[config.mk]
export PLATFORM = sky130hd
export DESIGN_NAME = flc_host_ctrl
export DESIGN_NICKNAME = d
export VERILOG_FILES = /design/src/common/flc_pkg.sv /design/src/logic/flc_bus_cycle.sv /design/src/logic/flc_host_ctrl.sv
export SDC_FILE = /design/constraint.sdc
export NUM_CORES = 1
export LEC_CHECK = 0
export BUFFER_PORTS_ARGS = -buffer_cell sky130_fd_sc_hd__buf_2
export CORE_MARGIN = 3
export CORE_UTILIZATION = 56
export DETAILED_ROUTE_END_ITERATION = 8
export PLACE_DENSITY = 0.9
export SKIP_CTS_REPAIR_TIMING = 1
export SLEW_MARGIN = 20
export SYNTH_ARGS = -nofsm -noshare
export SYNTH_HDL_FRONTEND = slang
export SYNTH_SLANG_ARGS = --single-unit
[constraint.sdc]
create_clock -name clk -period 3.25 [get_ports clk]
set_input_delay 0.1625 -clock clk [delete_from_list [all_inputs] [get_ports clk]]
set_output_delay 0.1625 -clock clk [all_outputs]
set_load 0.02 [all_outputs]
[src/common/flc_pkg.sv]
// Purpose: constants shared by the flash command host controller
// Assumes: 100 MHz clock, 16-bit flash data bus, 21-bit byte-mode address
// Notes: timing counts derive from figures in ns; the read pulse adds SYNC_STAGES cycles
package flc_pkg;
  // Clock and bus cycle timing
  localparam int CLK_PERIOD_NS = 10;
  localparam int TWP_NS = 35; // Write pulse least width
  localparam int TWPH_NS = 30; // Pulse high least time
  localparam int TACC_NS = 70; // Read access time
  localparam int TRP_NS = 500; // Reset pin low least width
  localparam int TRH_NS = 50; // Recovery after reset pin release
  localparam int SYNC_STAGES = 2;
  localparam int TWP_CYC = (TWP_NS + CLK_PERIOD_NS - 1) / CLK_PERIOD_NS;
  localparam int TWPH_CYC = (TWPH_NS + CLK_PERIOD_NS - 1) / CLK_PERIOD_NS;
  localparam int TACC_CYC = (TACC_NS + CLK_PERIOD_NS - 1) / CLK_PERIOD_NS;
  localparam int TRP_CYC = (TRP_NS + CLK_PERIOD_NS - 1) / CLK_PERIOD_NS;
  localparam int TRH_CYC = (TRH_NS + CLK_PERIOD_NS - 1) / CLK_PERIOD_NS;
  localparam int READ_PULSE_CYC = TACC_CYC + SYNC_STAGES;

  // Widths
  localparam int ADDR_W = 21;
  localparam int DQ_W = 16;
  localparam int BANK_LSB = 12; // This address bit and those above it select the bank

  // Command codes and unlock addresses
  localparam logic [15:0] CMD_UNLOCK1 = 16'h00AA;
  localparam logic [15:0] CMD_UNLOCK2 = 16'h0055;
  localparam logic [15:0] CMD_AUTOSEL = 16'h0090;
  localparam logic [15:0] CMD_PROGRAM = 16'h00A0;
  localparam logic [15:0] CMD_BYPASS = 16'h0020;
  localparam logic [15:0] CMD_ERASE_SETUP = 16'h0080;
  localparam logic [15:0] CMD_CHIP_ERASE = 16'h0010;
  localparam logic [15:0] CMD_RESET = 16'h00F0;
  localparam logic [15:0] CMD_BYP_EXIT1 = 16'h0090;
  localparam logic [15:0] CMD_BYP_EXIT2 = 16'h0000;
  localparam logic [20:0] UNLOCK1_WORD = 21'h000555;
  localparam logic [20:0] UNLOCK2_WORD = 21'h0002AA;
  localparam logic [20:0] UNLOCK1_BYTE = 21'h000AAA;
  localparam logic [20:0] UNLOCK2_BYTE = 21'h000555;

  // Status bit positions on the data bus
  localparam int POLL_BIT = 7;
  localparam int LIMIT_BIT = 5;

  // Software operations
  typedef enum logic [3:0] {
    OP_READ = 4'h0,
    OP_RESET = 4'h1,
    OP_AUTOSEL = 4'h2,
    OP_PROGRAM = 4'h3,
    OP_BYP_ENTER = 4'h4,
    OP_BYP_PROGRAM = 4'h5,
    OP_BYP_EXIT = 4'h6,
    OP_CHIP_ERASE = 4'h7,
    OP_HW_RESET = 4'h8
  } flc_op_e;

  // Register offsets
  localparam logic [7:0] REG_CMD_OFS = 8'h00;
  localparam logic [7:0] REG_CTRL_OFS = 8'h04;
  localparam logic [7:0] REG_ADDR_OFS = 8'h08;
  localparam logic [7:0] REG_DATA_OFS = 8'h0C;
  localparam logic [7:0] REG_STATUS_OFS = 8'h10;
  localparam logic [7:0] REG_RDATA_OFS = 8'h14;

  // Control fields
  localparam int CTRL_BYTE_BIT = 0;
  localparam int CTRL_ACCEL_BIT = 1;
  localparam logic [1:0] CTRL_RESET = 2'h0;

  // Status fields
  localparam int ST_BUSY_BIT = 0;
  localparam int ST_AUTOSEL_BIT = 1;
  localparam int ST_BYPASS_BIT = 2;
  localparam int ST_RDYBSY_BIT = 3;
  localparam int ST_REJECT_BIT = 4;
  localparam int ST_LIMIT_BIT = 5;
  localparam int ST_DONE_BIT = 6;
endpackage

[src/logic/flc_bus_cycle.sv]
// Purpose: one asynchronous flash bus cycle, write or read
// Assumes: start is one cycle long and only given while idle
// Notes: data pins pass two flip-flops before being captured
`timescale 1ns/1ps
module flc_bus_cycle
  import flc_pkg::*;
(
  input wire logic clk,
  input wire logic rst_n,
  input wire logic start,
  input wire logic isWrite,
  input wire logic [ADDR_W-1:0] addrIn,
  input wire logic [DQ_W-1:0] dataIn,
  output logic done,
  output logic [DQ_W-1:0] rdata,
  output logic [ADDR_W-1:0] flashAddr,
  input wire logic [DQ_W-1:0] flashDqIn,
  output logic [DQ_W-1:0] flashDqOut,
  output logic flashDqOeN,
  output logic flashCeN,
  output logic flashWeN,
  output logic flashOeN
);
  typedef enum logic [3:0] {
    BC_IDLE = 4'b0001,
    BC_SETUP = 4'b0010,
    BC_PULSE = 4'b0100,
    BC_HOLD = 4'b1000
  } flc_bc_e;

  flc_bc_e bcState_reg;
  logic [7:0] cnt_reg;
  logic wr_reg;
  logic [DQ_W-1:0] dqMeta_reg;
  logic [DQ_W-1:0] dqSync_reg;

  // Data pin synchroniser
  always_ff @(posedge clk) begin
    dqMeta_reg <= flashDqIn;
    dqSync_reg <= dqMeta_reg;
  end

  // Cycle sequencing and strobes
  always_ff @(posedge clk) begin
    if (!rst_n) begin
      bcState_reg <= BC_IDLE;
      cnt_reg <= 8'h00;
      wr_reg <= 1'b0;
      done <= 1'b0;
      flashCeN <= 1'b1;
      flashWeN <= 1'b1;
      flashOeN <= 1'b1;
      flashDqOeN <= 1'b1;
    end else begin
      done <= 1'b0;
      case (bcState_reg)
        BC_IDLE: begin
          if (start) begin
            wr_reg <= isWrite;
            flashCeN <= 1'b0;
            flashDqOeN <= ~isWrite;
            bcState_reg <= BC_SETUP;
          end
        end
        BC_SETUP: begin
          // Address already stable before the strobe falls
          flashWeN <= ~wr_reg;
          flashOeN <= wr_reg;
          cnt_reg <= wr_reg ? 8'(TWP_CYC - 1) : 8'(READ_PULSE_CYC - 1);
          bcState_reg <= BC_PULSE;
        end
        BC_PULSE: begin
          if (cnt_reg == 8'h00) begin
            // Data still driven as the strobe rises
            flashWeN <= 1'b1;
            flashOeN <= 1'b1;
            flashCeN <= 1'b1;
            cnt_reg <= 8'(TWPH_CYC - 1);
            bcState_reg <= BC_HOLD;
          end else begin
            cnt_reg <= cnt_reg - 8'h01;
          end
        end
        BC_HOLD: begin
          if (cnt_reg == 8'h00) begin
            flashDqOeN <= 1'b1;
            done <= 1'b1;
            bcState_reg <= BC_IDLE;
          end else begin
            cnt_reg <= cnt_reg - 8'h01;
          end
        end
        default: bcState_reg <= BC_IDLE;
      endcase
    end
  end

  // Address, write data and read capture
  always_ff @(posedge clk) begin
    if (!rst_n) begin
      flashAddr <= '0;
      flashDqOut <= '0;
      rdata <= '0;
    end else begin
      if (bcState_reg == BC_IDLE && start) begin
        flashAddr <= addrIn;
        flashDqOut <= dataIn;
      end
      if (bcState_reg == BC_PULSE && cnt_reg == 8'h00 && !wr_reg) begin
        rdata <= dqSync_reg;
      end
    end
  end
endmodule // flc_bus_cycle

[src/logic/flc_host_ctrl.sv]
// Purpose: host controller issuing command sequences to a dual-bank NOR flash
// Assumes: software waits for busy low before the next command
// Notes: refused commands set a sticky flag and change nothing else
// Behaviour
// - Autoselect left by reset command or hardware reset
// - Autoselect only when other bank idle
// - Autoselect: two unlocks, bank address command
// - Program: two unlocks, setup, address data
// - Bypass entry: two unlocks then 20h
// - Bypass program: A0h then address data
// - Chip erase: six writes, ends 10h
// - Bad sequence needs reset to recover
`timescale 1ns/1ps
module flc_host_ctrl
  import flc_pkg::*;
(
  input wire logic clk,
  input wire logic rst_n,
  input wire logic [7:0] regAddr,
  input wire logic [31:0] regWdata,
  input wire logic regWr,
  input wire logic regRd,
  output logic [31:0] regRdata,
  output logic [ADDR_W-1:0] flashAddr,
  input wire logic [DQ_W-1:0] flashDqIn,
  output logic [DQ_W-1:0] flashDqOut,
  output logic flashDqOeN,
  output logic flashCeN,
  output logic flashWeN,
  output logic flashOeN,
  output logic flashByteN,
  output logic flashRstN,
  output logic accelReq,
  input wire logic readyBusy
);
  typedef enum logic [5:0] {
    S_IDLE = 6'b000001,
    S_WRITE = 6'b000010,
    S_READ = 6'b000100,
    S_POLL = 6'b001000,
    S_HWRST = 6'b010000,
    S_HWREC = 6'b100000
  } flc_state_e;

  flc_state_e state_reg;
  flc_state_e state_next;
  flc_op_e op_reg;
  flc_op_e newOp;
  logic [1:0] ctrl_reg;
  logic [ADDR_W-1:0] addr_reg;
  logic [DQ_W-1:0] data_reg;
  logic [2:0] step_reg;
  logic [2:0] lastStep;
  logic [ADDR_W-1:0] stepAddr;
  logic [DQ_W-1:0] stepData;
  logic [ADDR_W-1:0] unlock1;
  logic [ADDR_W-1:0] unlock2;
  logic [9:0] timer_reg;
  logic autosel_reg;
  logic bypass_reg;
  logic limitSeen_reg;
  logic pollExp_reg;
  logic rejectFlag_reg;
  logic limitFlag_reg;
  logic doneFlag_reg;
  logic rbMeta_reg;
  logic rbSync_reg;
  logic cycStart_reg;
  logic launch;
  logic cycDone;
  logic [DQ_W-1:0] cycRdata;
  logic bypassActive;
  logic cmdWrite;
  logic cmdLegal;
  logic cmdAccept;
  logic seqEnd;
  logic pollMatch;
  logic limitAbort;
  logic stsClear;

  flc_bus_cycle u_cycle (
    .clk(clk),
    .rst_n(rst_n),
    .start(cycStart_reg),
    .isWrite(state_reg != S_READ && state_reg != S_POLL),
    .addrIn(state_reg == S_WRITE ? stepAddr : addr_reg),
    .dataIn(stepData),
    .done(cycDone),
    .rdata(cycRdata),
    .flashAddr(flashAddr),
    .flashDqIn(flashDqIn),
    .flashDqOut(flashDqOut),
    .flashDqOeN(flashDqOeN),
    .flashCeN(flashCeN),
    .flashWeN(flashWeN),
    .flashOeN(flashOeN)
  );

  // Ready/busy pin synchroniser
  always_ff @(posedge clk) begin
    rbMeta_reg <= readyBusy;
    rbSync_reg <= rbMeta_reg;
  end

  // Command legality against the tracked device mode
  assign newOp = flc_op_e'(regWdata[3:0]);
  assign bypassActive = bypass_reg | ctrl_reg[CTRL_ACCEL_BIT];
  assign cmdWrite = regWr && regAddr == REG_CMD_OFS;
  always_comb begin
    cmdLegal = 1'b0;
    if (state_reg == S_IDLE) begin
      case (newOp)
        OP_HW_RESET: cmdLegal = 1'b1;
        OP_READ: cmdLegal = 1'b1;
        OP_BYP_PROGRAM, OP_BYP_EXIT: cmdLegal = bypassActive;
        OP_RESET: cmdLegal = !bypassActive;
        OP_AUTOSEL: cmdLegal = !bypassActive && !autosel_reg && rbSync_reg;
        OP_PROGRAM, OP_BYP_ENTER, OP_CHIP_ERASE: cmdLegal = !bypassActive && !autosel_reg;
        default: cmdLegal = 1'b0;
      endcase
    end
  end
  assign cmdAccept = cmdWrite && cmdLegal;

  // Unlock addresses follow byte or word mode
  assign unlock1 = ctrl_reg[CTRL_BYTE_BIT] ? UNLOCK1_BYTE : UNLOCK1_WORD;
  assign unlock2 = ctrl_reg[CTRL_BYTE_BIT] ? UNLOCK2_BYTE : UNLOCK2_WORD;

  // Address and data of each write in a sequence
  always_comb begin
    stepAddr = (step_reg == 3'd1 || step_reg == 3'd4) ? unlock2 : unlock1;
    stepData = (step_reg == 3'd1 || step_reg == 3'd4) ? CMD_UNLOCK2 : CMD_UNLOCK1;
    lastStep = 3'd2;
    case (op_reg)
      OP_RESET: begin
        stepAddr = addr_reg;
        stepData = CMD_RESET;
        lastStep = 3'd0;
      end
      OP_AUTOSEL: begin
        if (step_reg == 3'd2) begin
          stepAddr = {addr_reg[ADDR_W-1:BANK_LSB], unlock1[BANK_LSB-1:0]};
          stepData = CMD_AUTOSEL;
        end
      end
      OP_PROGRAM: begin
        lastStep = 3'd3;
        if (step_reg == 3'd2) stepData = CMD_PROGRAM;
        if (step_reg == 3'd3) begin
          stepAddr = addr_reg;
          stepData = data_reg;
        end
      end
      OP_BYP_ENTER: begin
        if (step_reg == 3'd2) stepData = CMD_BYPASS;
      end
      OP_BYP_PROGRAM: begin
        lastStep = 3'd1;
        stepAddr = addr_reg;
        stepData = (step_reg == 3'd0) ? CMD_PROGRAM : data_reg;
      end
      OP_BYP_EXIT: begin
        lastStep = 3'd1;
        stepAddr = addr_reg;
        stepData = (step_reg == 3'd0) ? CMD_BYP_EXIT1 : CMD_BYP_EXIT2;
      end
      OP_CHIP_ERASE: begin
        lastStep = 3'd5;
        if (step_reg == 3'd2) stepData = CMD_ERASE_SETUP;
        if (step_reg == 3'd5) stepData = CMD_CHIP_ERASE;
      end
      default: lastStep = 3'd0;
    endcase
  end

  // Completion and status polling decisions
  assign seqEnd = state_reg == S_WRITE && cycDone && step_reg == lastStep;
  assign pollMatch = cycRdata[POLL_BIT] == pollExp_reg;
  assign limitAbort = state_reg == S_POLL && cycDone && !pollMatch
                      && cycRdata[LIMIT_BIT] && limitSeen_reg;

  // Sequencer transitions
  always_comb begin
    state_next = state_reg;
    launch = 1'b0;
    case (state_reg)
      S_IDLE: begin
        if (cmdAccept) begin
          case (newOp)
            OP_HW_RESET: state_next = S_HWRST;
            OP_READ: begin
              state_next = S_READ;
              launch = 1'b1;
            end
            default: begin
              state_next = S_WRITE;
              launch = 1'b1;
            end
          endcase
        end
      end
      S_WRITE: begin
        if (cycDone) begin
          launch = 1'b1;
          if (step_reg == lastStep) begin
            if (op_reg == OP_PROGRAM || op_reg == OP_BYP_PROGRAM || op_reg == OP_CHIP_ERASE) begin
              state_next = S_POLL;
            end else begin
              state_next = S_IDLE;
              launch = 1'b0;
            end
          end
        end
      end
      S_READ: begin
        if (cycDone) state_next = S_IDLE;
      end
      S_POLL: begin
        if (cycDone) begin
          if (pollMatch) begin
            state_next = S_IDLE;
          end else if (limitAbort) begin
            state_next = S_WRITE;
            launch = 1'b1;
          end else begin
            launch = 1'b1;
          end
        end
      end
      S_HWRST: begin
        if (timer_reg == 10'd0) state_next = S_HWREC;
      end
      S_HWREC: begin
        if (timer_reg == 10'd0) state_next = S_IDLE;
      end
      default: state_next = S_IDLE;
    endcase
  end

  // State and cycle launch registers
  always_ff @(posedge clk) begin
    if (!rst_n) begin
      state_reg <= S_IDLE;
      cycStart_reg <= 1'b0;
    end else begin
      state_reg <= state_next;
      cycStart_reg <= launch;
    end
  end

  // Operation, step and poll expectation
  always_ff @(posedge clk) begin
    if (!rst_n) begin
      op_reg <= OP_READ;
      step_reg <= 3'd0;
      pollExp_reg <= 1'b0;
      limitSeen_reg <= 1'b0;
    end else if (cmdAccept) begin
      op_reg <= newOp;
      step_reg <= 3'd0;
      limitSeen_reg <= 1'b0;
      pollExp_reg <= (newOp == OP_CHIP_ERASE) ? 1'b1 : data_reg[POLL_BIT];
    end else if (limitAbort) begin
      op_reg <= OP_RESET;
      step_reg <= 3'd0;
    end else if (state_reg == S_WRITE && cycDone && step_reg != lastStep) begin
      step_reg <= step_reg + 3'd1;
    end else if (state_reg == S_POLL && cycDone && cycRdata[LIMIT_BIT]) begin
      limitSeen_reg <= 1'b1;
    end
  end

  // Reset pin pulse and recovery timer
  always_ff @(posedge clk) begin
    if (!rst_n) begin
      timer_reg <= 10'd0;
      flashRstN <= 1'b1;
    end else if (cmdAccept && newOp == OP_HW_RESET) begin
      timer_reg <= 10'(TRP_CYC - 1);
      flashRstN <= 1'b0;
    end else if (state_reg == S_HWRST && timer_reg == 10'd0) begin
      timer_reg <= 10'(TRH_CYC - 1);
      flashRstN <= 1'b1;
    end else if (timer_reg != 10'd0) begin
      timer_reg <= timer_reg - 10'd1;
    end
  end

  // Tracked device modes
  always_ff @(posedge clk) begin
    if (!rst_n) begin
      autosel_reg <= 1'b0;
      bypass_reg <= 1'b0;
    end else if (state_reg == S_HWRST) begin
      autosel_reg <= 1'b0;
      bypass_reg <= 1'b0;
    end else if (seqEnd) begin
      case (op_reg)
        OP_AUTOSEL: autosel_reg <= 1'b1;
        OP_RESET: autosel_reg <= 1'b0;
        OP_BYP_ENTER: bypass_reg <= 1'b1;
        OP_BYP_EXIT: bypass_reg <= 1'b0;
        default: autosel_reg <= autosel_reg;
      endcase
    end
  end

  // Software control registers
  always_ff @(posedge clk) begin
    if (!rst_n) begin
      ctrl_reg <= CTRL_RESET;
      addr_reg <= '0;
      data_reg <= '0;
    end else if (regWr) begin
      if (regAddr == REG_CTRL_OFS) ctrl_reg <= regWdata[1:0];
      if (regAddr == REG_ADDR_OFS && state_reg == S_IDLE) addr_reg <= regWdata[ADDR_W-1:0];
      if (regAddr == REG_DATA_OFS && state_reg == S_IDLE) data_reg <= regWdata[DQ_W-1:0];
    end
  end
  assign flashByteN = ~ctrl_reg[CTRL_BYTE_BIT];
  assign accelReq = ctrl_reg[CTRL_ACCEL_BIT];

  // Sticky flags, write one to clear, set wins
  assign stsClear = regWr && regAddr == REG_STATUS_OFS;
  always_ff @(posedge clk) begin
    if (!rst_n) begin
      rejectFlag_reg <= 1'b0;
      limitFlag_reg <= 1'b0;
      doneFlag_reg <= 1'b0;
    end else begin
      rejectFlag_reg <= (cmdWrite && !cmdLegal)
                        | (rejectFlag_reg & ~(stsClear & regWdata[ST_REJECT_BIT]));
      limitFlag_reg <= limitAbort | (limitFlag_reg & ~(stsClear & regWdata[ST_LIMIT_BIT]));
      doneFlag_reg <= (state_reg != S_IDLE && state_next == S_IDLE)
                      | (doneFlag_reg & ~(stsClear & regWdata[ST_DONE_BIT]));
    end
  end

  // Read data, one cycle after the strobe; last flash read shows codes
  always_ff @(posedge clk) begin
    if (!rst_n) begin
      regRdata <= 32'h0000_0000;
    end else if (regRd) begin
      case (regAddr)
        REG_CMD_OFS: regRdata <= {28'h0000000, op_reg};
        REG_CTRL_OFS: regRdata <= {30'h0, ctrl_reg};
        REG_ADDR_OFS: regRdata <= {11'h000, addr_reg};
        REG_DATA_OFS: regRdata <= {16'h0000, data_reg};
        REG_STATUS_OFS: regRdata <= {25'h0, doneFlag_reg, limitFlag_reg, rejectFlag_reg,
                                     rbSync_reg, bypassActive, autosel_reg,
                                     state_reg != S_IDLE};
        REG_RDATA_OFS: regRdata <= {16'h0000, cycRdata};
        default: regRdata <= 32'h0000_0000;
      endcase
    end else begin
      regRdata <= 32'h0000_0000;
    end
  end
endmodule // flc_host_ctrl

==> results of run 1 <==
## logic make-up after synthesis
family	after synthesis	share of synthesized area [%]
other cells	1	0.0453
xor+xnor	13	1.38
compound gates	268	20.3
flops	197	47.7
mux	9	1.24
buf+inv	92	4.94
simple gates	389	22.8
fa+ha+maj	11	1.57
## tightest hold or removal path: cells and delay by family
kind | cells | cell delay [ns]
buffers and inverters | 1 | 0.13
and+or+nand+nor | 1 | 0.06
AOI/OAI and AO/OA | 1 | 0.05
## power breakdown
group | total [W] | switching [W] | internal [W]
combinational | 0.000489 | 0.000286 | 0.000203
sequential | 0.00254 | 0.0000565 | 0.00249
clock | 0.00220 | 0.00112 | 0.00108
total | 0.00523 | 0.00146 | 0.00377
## layout make-up
| cell class | instances | share of cell area [%] |
|---|---|---|
| clock inverters | 15 | 2.11 |
| inverters | 23 | 0.875 |
| repair buffers | 160 | 10.2 |
| clock buffers | 17 | 4.31 |
| well taps | 180 | 2.28 |
| multi-input cells | 701 | 40.2 |
| flip-flops and latches | 197 | 40.0 |
## Yosys cell counts (all sizes together) (2+ instances only)
cell / instances
a211oi: 2
a21boi: 3
a21o: 8
a21oi: 122
a221oi: 8
a222oi: 4
a22oi: 32
a311oi: 3
a31o: 5
a31oi: 8
a32o: 2
and2: 10
and3: 13
buf: 25
clkbuf: 44
dfxtp: 197
ha: 8
inv: 23
maj3: 3
mux2i: 8
nand2: 179
nand2b: 10
nand3: 24
nand3b: 9
nand4: 3
nor2: 67
nor2b: 14
nor3: 20
nor3b: 6
nor4: 8
o211ai: 4
o21a: 4
o21ai: 37
o21ba: 2
o21bai: 2
o22ai: 6
o41ai: 5
or2: 3
or3: 8
or3b: 5
or4: 5
or4b: 3
xnor2: 5
xor2: 8
## metal layers
layer	wire length [µm]	vias up	global-route usage, %
li1	-	3659	-
met1	9110	3675	34.7
met2	11100	500	42.8
met3	2100	91	4.56
met4	931	2	11.9
met5	13	-	0
## stage by stage
step / util (%) / setup WS [ns] / instances / cell area (µm²) / power, W
after floorplan: - / 0.806 / 990 / 8310 / 0.00295
after global placement: 62.9 / 0.604 / 1229 / 8900 / 0.00303
after detailed placement: 62.9 / 0.520 / 1229 / 8900 / 0.00304
after CTS: 67.4 / 0.460 / 1261 / 9540 / 0.00519
after global routing: 69.7 / 0.213 / 1293 / 9860 / 0.00542
final: 69.7 / 0.358 / 1293 / 9860 / 0.00523
## worst paths after layout
check                        startpoint                    end  slack, ns  cells after the start
setup / recovery            step_reg[2]   u_cycle.flashAddr[8]       0.36                      8
hold / removal              regWdata[6]            data_reg[6]     -0.004                      3
setup reg to reg            step_reg[2]   u_cycle.flashAddr[8]       0.36                      8
hold reg to reg   u_cycle.dqMeta_reg[5]  u_cycle.dqSync_reg[5]       0.33                      0
==> flow_metrics.env, run 1 <==
export IMPL_cts_max_level=4
export IMPL_ir_drop_v=0.000500
export IMPL_crit_family="compound AO/OA/AOI/OAI gates"
export IMPL_drc=0
export IMPL_final_cell_mix="197 x dfxtp_1, 178 x nand2_1, 122 x a21oi_1, 114 x buf_2, 66 x nor2_1"
export IMPL_dieArea_um2=16300
export IMPL_synth_top_area_share_pct=47.7
export IMPL_maxCapViolCount=0
export IMPL_min_path_type="primary input to flop"
export IMPL_rows=43
export IMPL_cts_buffer_depth=2
export IMPL_required_ns=3.61
export IMPL_cts_tree="done"
export IMPL_start_util_pct=58.5
export IMPL_clk_insertion_delay_late_ns=0.45
export IMPL_layout_drive_gt1_share_pct=17.4
export IMPL_path_clk_slew_ns=0.08
export IMPL_dr_pass1_iters=8
export IMPL_power_per_cell_area_nw_per_um2=530
export IMPL_slew_headroom_pct=51.3
export IMPL_whs_ns=-0.00411
export IMPL_io_pins=137
export IMPL_rsz0062_at_grt="false"
export IMPL_critPathBufInv=1
export IMPL_multi_input_area_um2=3970
export IMPL_die_x_um=128
export IMPL_first_iter_violations=984
export IMPL_place_congestion=0.963
export IMPL_grt_util_all_layers_pct=26.5
export IMPL_cts_sink_count=197
export IMPL_crit_chain="inv_1 -> ha_1 -> or3b_2 -> o22ai_1 -> a221oi_1 -> a31oi_1 -> nand2_1 -> a21oi_1"
export IMPL_grt_pass1_wl_um=34700
export IMPL_routedWlPerCell_um=17.9
export IMPL_setup_viol=0
export IMPL_tightest_slew_ns=0.729
export IMPL_syn_to_final_growth_pct=19.2
export IMPL_netlist_instances=980
export IMPL_slew_viol_final=0
export IMPL_grt_pass1_vias=6970
export IMPL_crit_path_end_kind="flop"
export IMPL_root_buffer="clkbuf_16"
export IMPL_fin_setup_tns_ns=0
export IMPL_critPathMaxStageDelay_ns=0.59
export IMPL_gr_total_overflow=0
export IMPL_ys_flop_type="dfxtp_1"
export IMPL_synthTopCellsByArea="dfxtp_1 48%, nand2_1 8.1%, a21oi_1 7.4%"
export IMPL_hpwl_um=15500
export IMPL_finalClockSkew_ns=0.0141
export IMPL_diodes=0
export IMPL_period_share_pct=89.0
export IMPL_violations="hold timing"
export IMPL_avgSynthCellArea_um2=8.44
export IMPL_postRouteAntennaNets=0
export IMPL_vias_per_cell=6.13
export IMPL_yosysSeqAreaShare_pct=47.7
export IMPL_core_area_um2=14100
export IMPL_cts_made_buffers=17
export IMPL_critPathMaxFanout=14
export IMPL_yosysWarnings=0
export IMPL_worstPathArrival_ns=3.25
export IMPL_outcome="complete, but fails checks"
export IMPL_wirelength_um=23200
export IMPL_nets=1169
export IMPL_regArea_um2=3940
export IMPL_antenna_found_initial=1
export IMPL_min_period_ns=2.89
export IMPL_path_class="flop to flop"
export IMPL_grt_max_degree=69
export IMPL_num_vias=7927
export IMPL_max_freq_ghz=0.346
export IMPL_p_leak_nw=3.78
export IMPL_async_flop_share_pct=0
export IMPL_fillers=1018
export IMPL_finalHoldViolCount=2
export IMPL_yosysTopAreaCell="dfxtp_1"
export IMPL_die_h_um=128
export IMPL_cpMaxStageDelayCell="dfxtp_1"
export IMPL_synth_area_um2=8280
export IMPL_port_buffers=114
export IMPL_final_common_cell="dfxtp_1"
export IMPL_worstSetupStartpointType="flop"
export IMPL_synth_seq_cells=197
export IMPL_synth_edf_count=0
export IMPL_synth_cell_type_count=76
Power figures use the tool's default switching activity.
==> inputs of run 2 (changes only) <==
--- a/config.mk
+++ b/config.mk
@@ -5,6 +5,7 @@
 export SDC_FILE = /design/constraint.sdc
 export NUM_CORES = 1
 export LEC_CHECK = 0
+export ABC_AREA = 1
 export BUFFER_PORTS_ARGS = -buffer_cell sky130_fd_sc_hd__buf_2
 export CORE_MARGIN = 3
 export CORE_UTILIZATION = 56
==> run 2 against run 1 <==
Compared with the run above:
- the flow now finishes without violations
- critical endpoint is now u_cycle.rdata[11]
- combinational power rose by 13%
- cell count rose by 10%
- via count rose by 1.5%
- largest cell class is now flip-flops and latches
- first-iteration DRC count rose by 2.2%
==> flow_metrics.env, run 2 <==
export IMPL_outcome="finished, final reports clean"
export IMPL_routedWlPerCell_um=16.2
export IMPL_avgSynthCellArea_um2=7.57
export IMPL_max_freq_ghz=0.378
export IMPL_synthTopCellsByCount="197 x dfxtp_1, 178 x nand2_1, 129 x a21oi_1"
export IMPL_worstPathArrival_ns=2.94
export IMPL_ir_drop_v=0.000517
export IMPL_regArea_um2=3940
export IMPL_power_total_w=0.00518
export IMPL_stdcell_area_um2=9790
export IMPL_num_vias=8042
export IMPL_dieArea_um2=16500
export IMPL_maxCapViolCount=0
export IMPL_nets=1295
export IMPL_synth_cell_type_count=50
export IMPL_critPathMaxFanout=31
export IMPL_crit_path_end_kind="flop"
export IMPL_yosysMostFrequentCell="dfxtp_1"
export IMPL_syn_to_final_growth_pct=16.7
export IMPL_synthTopCellsByArea="dfxtp_1 47%, nand2_1 8.0%, a21oi_1 7.7%"
export IMPL_finalClockSkew_ns=0.0101
export IMPL_fillers=1151
export IMPL_final_cell_mix="197 x dfxtp_1, 178 x nand2_1, 129 x a21oi_1, 127 x inv_1, 122 x o21ai_0"
export IMPL_postRouteAntennaNets=0
export IMPL_min_period_ns=2.64
export IMPL_first_iter_violations=1006
export IMPL_wirelength_um=23100
export IMPL_synth_seq_cells=197
export IMPL_core_area_um2=14600
export IMPL_cts_made_buffers=17
export IMPL_start_util_pct=57.5
export IMPL_setup_viol=0
export IMPL_async_flop_share_pct=0
export IMPL_yosysWarnings=0
export IMPL_tightest_slew_ns=0.930
export IMPL_power_frac_comb_pct=10.7
export IMPL_seq_power_share_pct=49.3
export IMPL_path_clk_slew_ns=0.07
export IMPL_switching_share_pct=27.8
export IMPL_gr_total_overflow=0
export IMPL_reg2reg_depth=9
export IMPL_clk_insertion_delay_late_ns=0.45
export IMPL_cellInternalPower_w=0.00374
export IMPL_fin_setup_tns_ns=0
export IMPL_die_x_um=128
export IMPL_cts_max_level=4
export IMPL_yosysTopAreaCell="dfxtp_1"
export IMPL_power_per_cell_area_nw_per_um2=529
export IMPL_yosysSeqAreaShare_pct=47.0
export IMPL_placed_area_um2=9020
export IMPL_cts_sink_count=197
export IMPL_synth_edf_count=0
export IMPL_period_share_pct=81.3
export IMPL_diodes=0
export IMPL_finalHoldViolCount=0
export IMPL_synth_area_um2=8390
export IMPL_grt_util_all_layers_pct=27.1
export IMPL_root_buffer="clkbuf_16"
export IMPL_vias_per_cell=5.65
export IMPL_whs_path_depth=3
export IMPL_drc=0
export IMPL_path_class="flop to flop"
export IMPL_cts_buffer_depth=2
export IMPL_p_leak_nw=4.25
export IMPL_io_pins=137
export IMPL_layout_drive_gt1_share_pct=16.6
export IMPL_dr_pass1_iters=6
export IMPL_required_ns=3.55
export IMPL_hpwl_um=16200
export IMPL_antenna_found_initial=0
export IMPL_grt_pass1_vias=7369
export IMPL_worstSetupStartpointType="flop"
export IMPL_grt_max_degree=56
export IMPL_ys_flop_type="dfxtp_1"
export IMPL_final_common_cell="dfxtp_1"
export IMPL_multi_input_area_um2=3700
export IMPL_clockPowerShare_pct=40.0
export IMPL_cts_tree="done"
export IMPL_slew_viol_final=0
export IMPL_rows=44
export IMPL_place_congestion=0.953
export IMPL_netlist_instances=1108
export IMPL_rsz0062_at_grt="false"
export IMPL_die_h_um=128
export IMPL_power_switching_w=0.00144
export IMPL_slew_headroom_pct=37.8
export IMPL_synth_top_area_share_pct=47.0
export IMPL_grt_pass1_wl_um=35600
export IMPL_min_path_type="primary input to flop"
export IMPL_port_buffers=114
[run 2: changes by cell type in the layout (fill, tap and decap cells not counted), sizes merged, moves of 10 or more]
cell and change:
nor2b -14, and3 -13, nor2 +35, inv +118
o21ai +94, nand3 +37, nand2b -10, dlygate4sd3 -14
and2 -10, a22oi -31
[run 2: through the flow]
stage / setup slack [ns] / hold slack [ns] / utilization [%] / std cells
global placement: 0.908 / 0.265 / 61.8 / 1373
detailed placement: 0.769 / 0.266 / 61.8 / 1373
finish: 0.608 / 0.00123 / 67.1 / 1423
CTS: 0.572 / -0.192 / 65.8 / 1405
global route: 0.244 / 0.0140 / 67.1 / 1423
floorplan: 1.29 / 0.190 / - / 1118
[run 2: power by group through the flow]
stage | clock (W) | sequential [W] | combinational, W
global placement | 0 | 0.00260 | 0.000497
finish | 0.00207 | 0.00255 | 0.000555
CTS | 0.00207 | 0.00255 | 0.000527
detailed placement | 0 | 0.00260 | 0.000519
global route | 0.00220 | 0.00256 | 0.000627
floorplan | 0 | 0.00259 | 0.000407
[run 2: metal layers]
metal  global-route usage (%)  up-vias  wire [µm]
met5                        0        -          0
met4                     10.9        0        748
met3                     7.51       65       2110
met2                     43.2      391      10900
met1                     34.9     3697       9350
li1                         -     3889          -
[run 2: final cells by class]
type | count | area share, %
well taps | 184 | 2.35
clock buffers | 17 | 4.35
clock inverters | 15 | 1.62
repair buffers | 137 | 8.05
inverters | 144 | 5.52
flip-flops and latches | 197 | 40.3
multi-input cells | 729 | 37.8
[run 2: final timing paths]
kind / from / end / slack, ns
worst min register to register: u_cycle.dqMeta_reg[11] / u_cycle.dqSync_reg[11] / 0.33
worst max-delay path: u_cycle.cnt_reg[0] / u_cycle.rdata[11] / 0.61
worst max register to register: u_cycle.cnt_reg[0] / u_cycle.rdata[11] / 0.61
worst min-delay path: regWdata[4] / data_reg[4] / 0.001
[run 2: cell families after synthesis]
kind of cell,Yosys count,share of synthesized area (%)
other cells,1,0.0447
xor+xnor,10,1.04
simple gates,393,21.6
compound gates,307,19.7
fa+ha+maj,8,1.19
buf+inv,192,9.34
flops,197,47.0
[run 2: worst max-delay path, cell delays in order (launching register included)]
cell     delay (ns)
dfxtp_1        0.31
inv_1          0.09
ha_1           0.21
nand3_1        0.16
nor4_2         0.20
nand2_1        0.18
nor2_2         0.17
nand2_1        0.55
o21ai_0        0.51
a21oi_1        0.09
==> inputs of run 3 (changes only) <==
==> constraint.sdc (replaced) <==
create_clock -name clk -period 2.45 [get_ports clk]
set_input_delay 0.1225 -clock clk [delete_from_list [all_inputs] [get_ports clk]]
set_output_delay 0.1225 -clock clk [all_outputs]
set_load 0.02 [all_outputs]
==> run 3 against run 2 <==
Compared with the run above:
- the run now ends with hold timing left
- sequential power is 33% higher
- first-iteration DRC count decreased by 1.8%
- via count is essentially flat
- critical path depth grew 5
- clock-buffer cell count rose by 2
- maximum frequency up 17%
- combinational power grew 32%
- register-to-register slack worse by 0.42 ns
- cell area is 0.74% higher
- largest power group unchanged
==> flow_metrics.env, run 3 (synthesis gave the netlist of run 2 again) <==
export IMPL_outcome="complete, but fails checks"
export IMPL_violations="hold timing"
export IMPL_drc=0
export IMPL_crit_family="simple AND/OR/NAND/NOR gates"
export IMPL_cts_tree="done"
export IMPL_whs_path_depth=3
export IMPL_worstSetupStartpointType="flop"
export IMPL_final_common_cell="dfxtp_1"
export IMPL_multi_input_area_um2=3700
export IMPL_nets=1305
export IMPL_maxCapViolCount=0
export IMPL_seq_power_share_pct=49.7
export IMPL_dr_pass1_iters=5
export IMPL_wirelength_um=22400
export IMPL_slew_viol_final=0
export IMPL_place_congestion=0.942
export IMPL_fin_setup_tns_ns=0
export IMPL_path_clk_slew_ns=0.07
export IMPL_setup_viol=0
export IMPL_hpwl_um=15900
export IMPL_utilization_pct=67.6
export IMPL_cpMaxStageDelayCell="dfxtp_2"
export IMPL_critPathMaxStageDelay_ns=0.38
export IMPL_finalHoldViolCount=7
export IMPL_required_ns=2.77
export IMPL_power_frac_comb_pct=10.8
export IMPL_regArea_um2=3950
export IMPL_cts_buffer_depth=2
export IMPL_finalClockSkew_ns=0.00882
export IMPL_port_buffers=114
export IMPL_tightest_slew_ns=0.514
export IMPL_syn_to_final_growth_pct=17.5
export IMPL_rrSetupSlack_ns=0.18
export IMPL_vias_per_cell=5.62
export IMPL_hold_path_end="data_reg[9]"
export IMPL_crit_path_end_kind="flop"
export IMPL_num_vias=8047
export IMPL_min_period_ns=2.27
export IMPL_switching_share_pct=26.6
export IMPL_clockPowerShare_pct=39.5
export IMPL_max_freq_ghz=0.441
export IMPL_crit_chain="inv_1 -> ha_1 -> nand2_1 -> nand2_1 -> inv_2 -> ha_1 -> inv_1 -> nand2_1 -> o21ai_0 -> o22ai_1 -> nor2_2 -> o21ai_0 -> nand2_1 -> a21oi_1"
export IMPL_holdCritStartpoint="regWdata[9]"
export IMPL_cts_made_buffers=17
export IMPL_die_h_um=128
export IMPL_routedWlPerCell_um=15.7
export IMPL_io_pins=137
export IMPL_clk_insertion_delay_late_ns=0.44
export IMPL_worstPathArrival_ns=2.58
export IMPL_grt_pass1_wl_um=34500
export IMPL_slew_headroom_pct=65.5
export IMPL_reg2reg_depth=14
export IMPL_grt_util_all_layers_pct=26.1
export IMPL_postRouteAntennaNets=0
export IMPL_r2r_end="u_cycle.flashAddr[2]"
export IMPL_fillers=1158
export IMPL_power_switching_w=0.00181
export IMPL_critPathBufInv=3
export IMPL_rows=44
export IMPL_start_util_pct=57.5
export IMPL_path_common_cell="nand2_1"
export IMPL_layout_drive_gt1_share_pct=17.1
export IMPL_dieArea_um2=16500
export IMPL_rr_startpoint="step_reg[0]"
export IMPL_cts_max_level=4
export IMPL_die_x_um=128
export IMPL_period_share_pct=92.5
export IMPL_grt_max_degree=58
export IMPL_path_class="flop to flop"
export IMPL_final_cell_mix="195 x dfxtp_1, 178 x nand2_1, 129 x a21oi_1, 127 x inv_1, 122 x o21ai_0"
export IMPL_cellInternalPower_w=0.00499
export IMPL_power_per_cell_area_nw_per_um2=689
export IMPL_antenna_found_initial=1
export IMPL_critPathMaxFanout=6
export IMPL_root_buffer="clkbuf_16"
export IMPL_whs_ns=-0.0346
export IMPL_p_leak_nw=4.28
export IMPL_first_iter_violations=988
export IMPL_core_area_um2=14600
export IMPL_ir_drop_v=0.000539
export IMPL_min_path_type="primary input to flop"
export IMPL_cts_sink_count=197
export IMPL_gr_total_overflow=0
export IMPL_grt_pass1_vias=6995
## run 3: changes by cell type in the layout (fill, tap and decap cells not counted), moves of 2 or more
cell | before | now
dlygate4sd3_1 | 18 | 22
dfxtp_1 | 197 | 195
inv_8 | 5 | 2
clkinv_4 | 3 | 0
clkbuf_8 | 0 | 2
inv_6 | 2 | 6
clkinvlp_4 | 0 | 2
buf_4 | 5 | 11
dfxtp_2 | 0 | 2
## run 3: power groups by stage
stage	clock (W)	sequential (W)	combinational, W
after CTS	0.00269	0.00338	0.000688
after floorplan	0	0.00343	0.000540
after detailed placement	0	0.00345	0.000684
after global routing	0.00283	0.00339	0.000826
final	0.00268	0.00338	0.000732
after global placement	0	0.00345	0.000660
## run 3: how the worst max path moves through the flow
stage	startpoint	to	cells after the start
2_1_floorplan	step_reg[0]	u_cycle.flashAddr[10]	14
3_3_place_gp	step_reg[0]	u_cycle.flashAddr[10]	14
3_5_place_dp	step_reg[0]	u_cycle.flashAddr[2]	14
4_1_cts	step_reg[0]	u_cycle.flashAddr[2]	14
5_1_grt	step_reg[1]	u_cycle.flashAddr[6]	14
6_report	step_reg[0]	u_cycle.flashAddr[2]	14
## run 3: cell type report
cell class | instances | area share [%]
repair buffers | 147 | 8.86
clock buffers | 19 | 4.59
flip-flops and latches | 197 | 40.0
clock inverters | 12 | 1.13
well taps | 184 | 2.34
diodes | 1 | 0.0254
inverters | 144 | 5.48
multi-input cells | 729 | 37.6
## run 3: layer usage
| metal | routed length [µm] | global-route usage, % | vias up |
|---|---|---|---|
| li1 | - | - | 3915 |
| met1 | 9310 | 35.7 | 3672 |
| met2 | 10600 | 41.5 | 407 |
| met3 | 1950 | 4.65 | 53 |
| met4 | 577 | 9.68 | 0 |
| met5 | 0 | 0 | - |
## run 3: metrics by stage
stage               std cells  cell area [µm²]  setup slack [ns]  hold WS, ns  power (W)
floorplan                1118             8430             0.495        0.150    0.00397
global placement         1379             9070             0.220        0.225    0.00411
detailed placement       1379             9070            0.0958        0.226    0.00414
CTS                      1410             9630            0.0789       -0.228    0.00676
global route             1433             9860           -0.0466      0.00395    0.00705
finish                   1433             9860             0.185      -0.0346    0.00679
## run 3: worst min-delay path, stage by stage
cell	delay (ns)
buf_2	0.08
o21ai_0	0.08
nor2_1	0.08
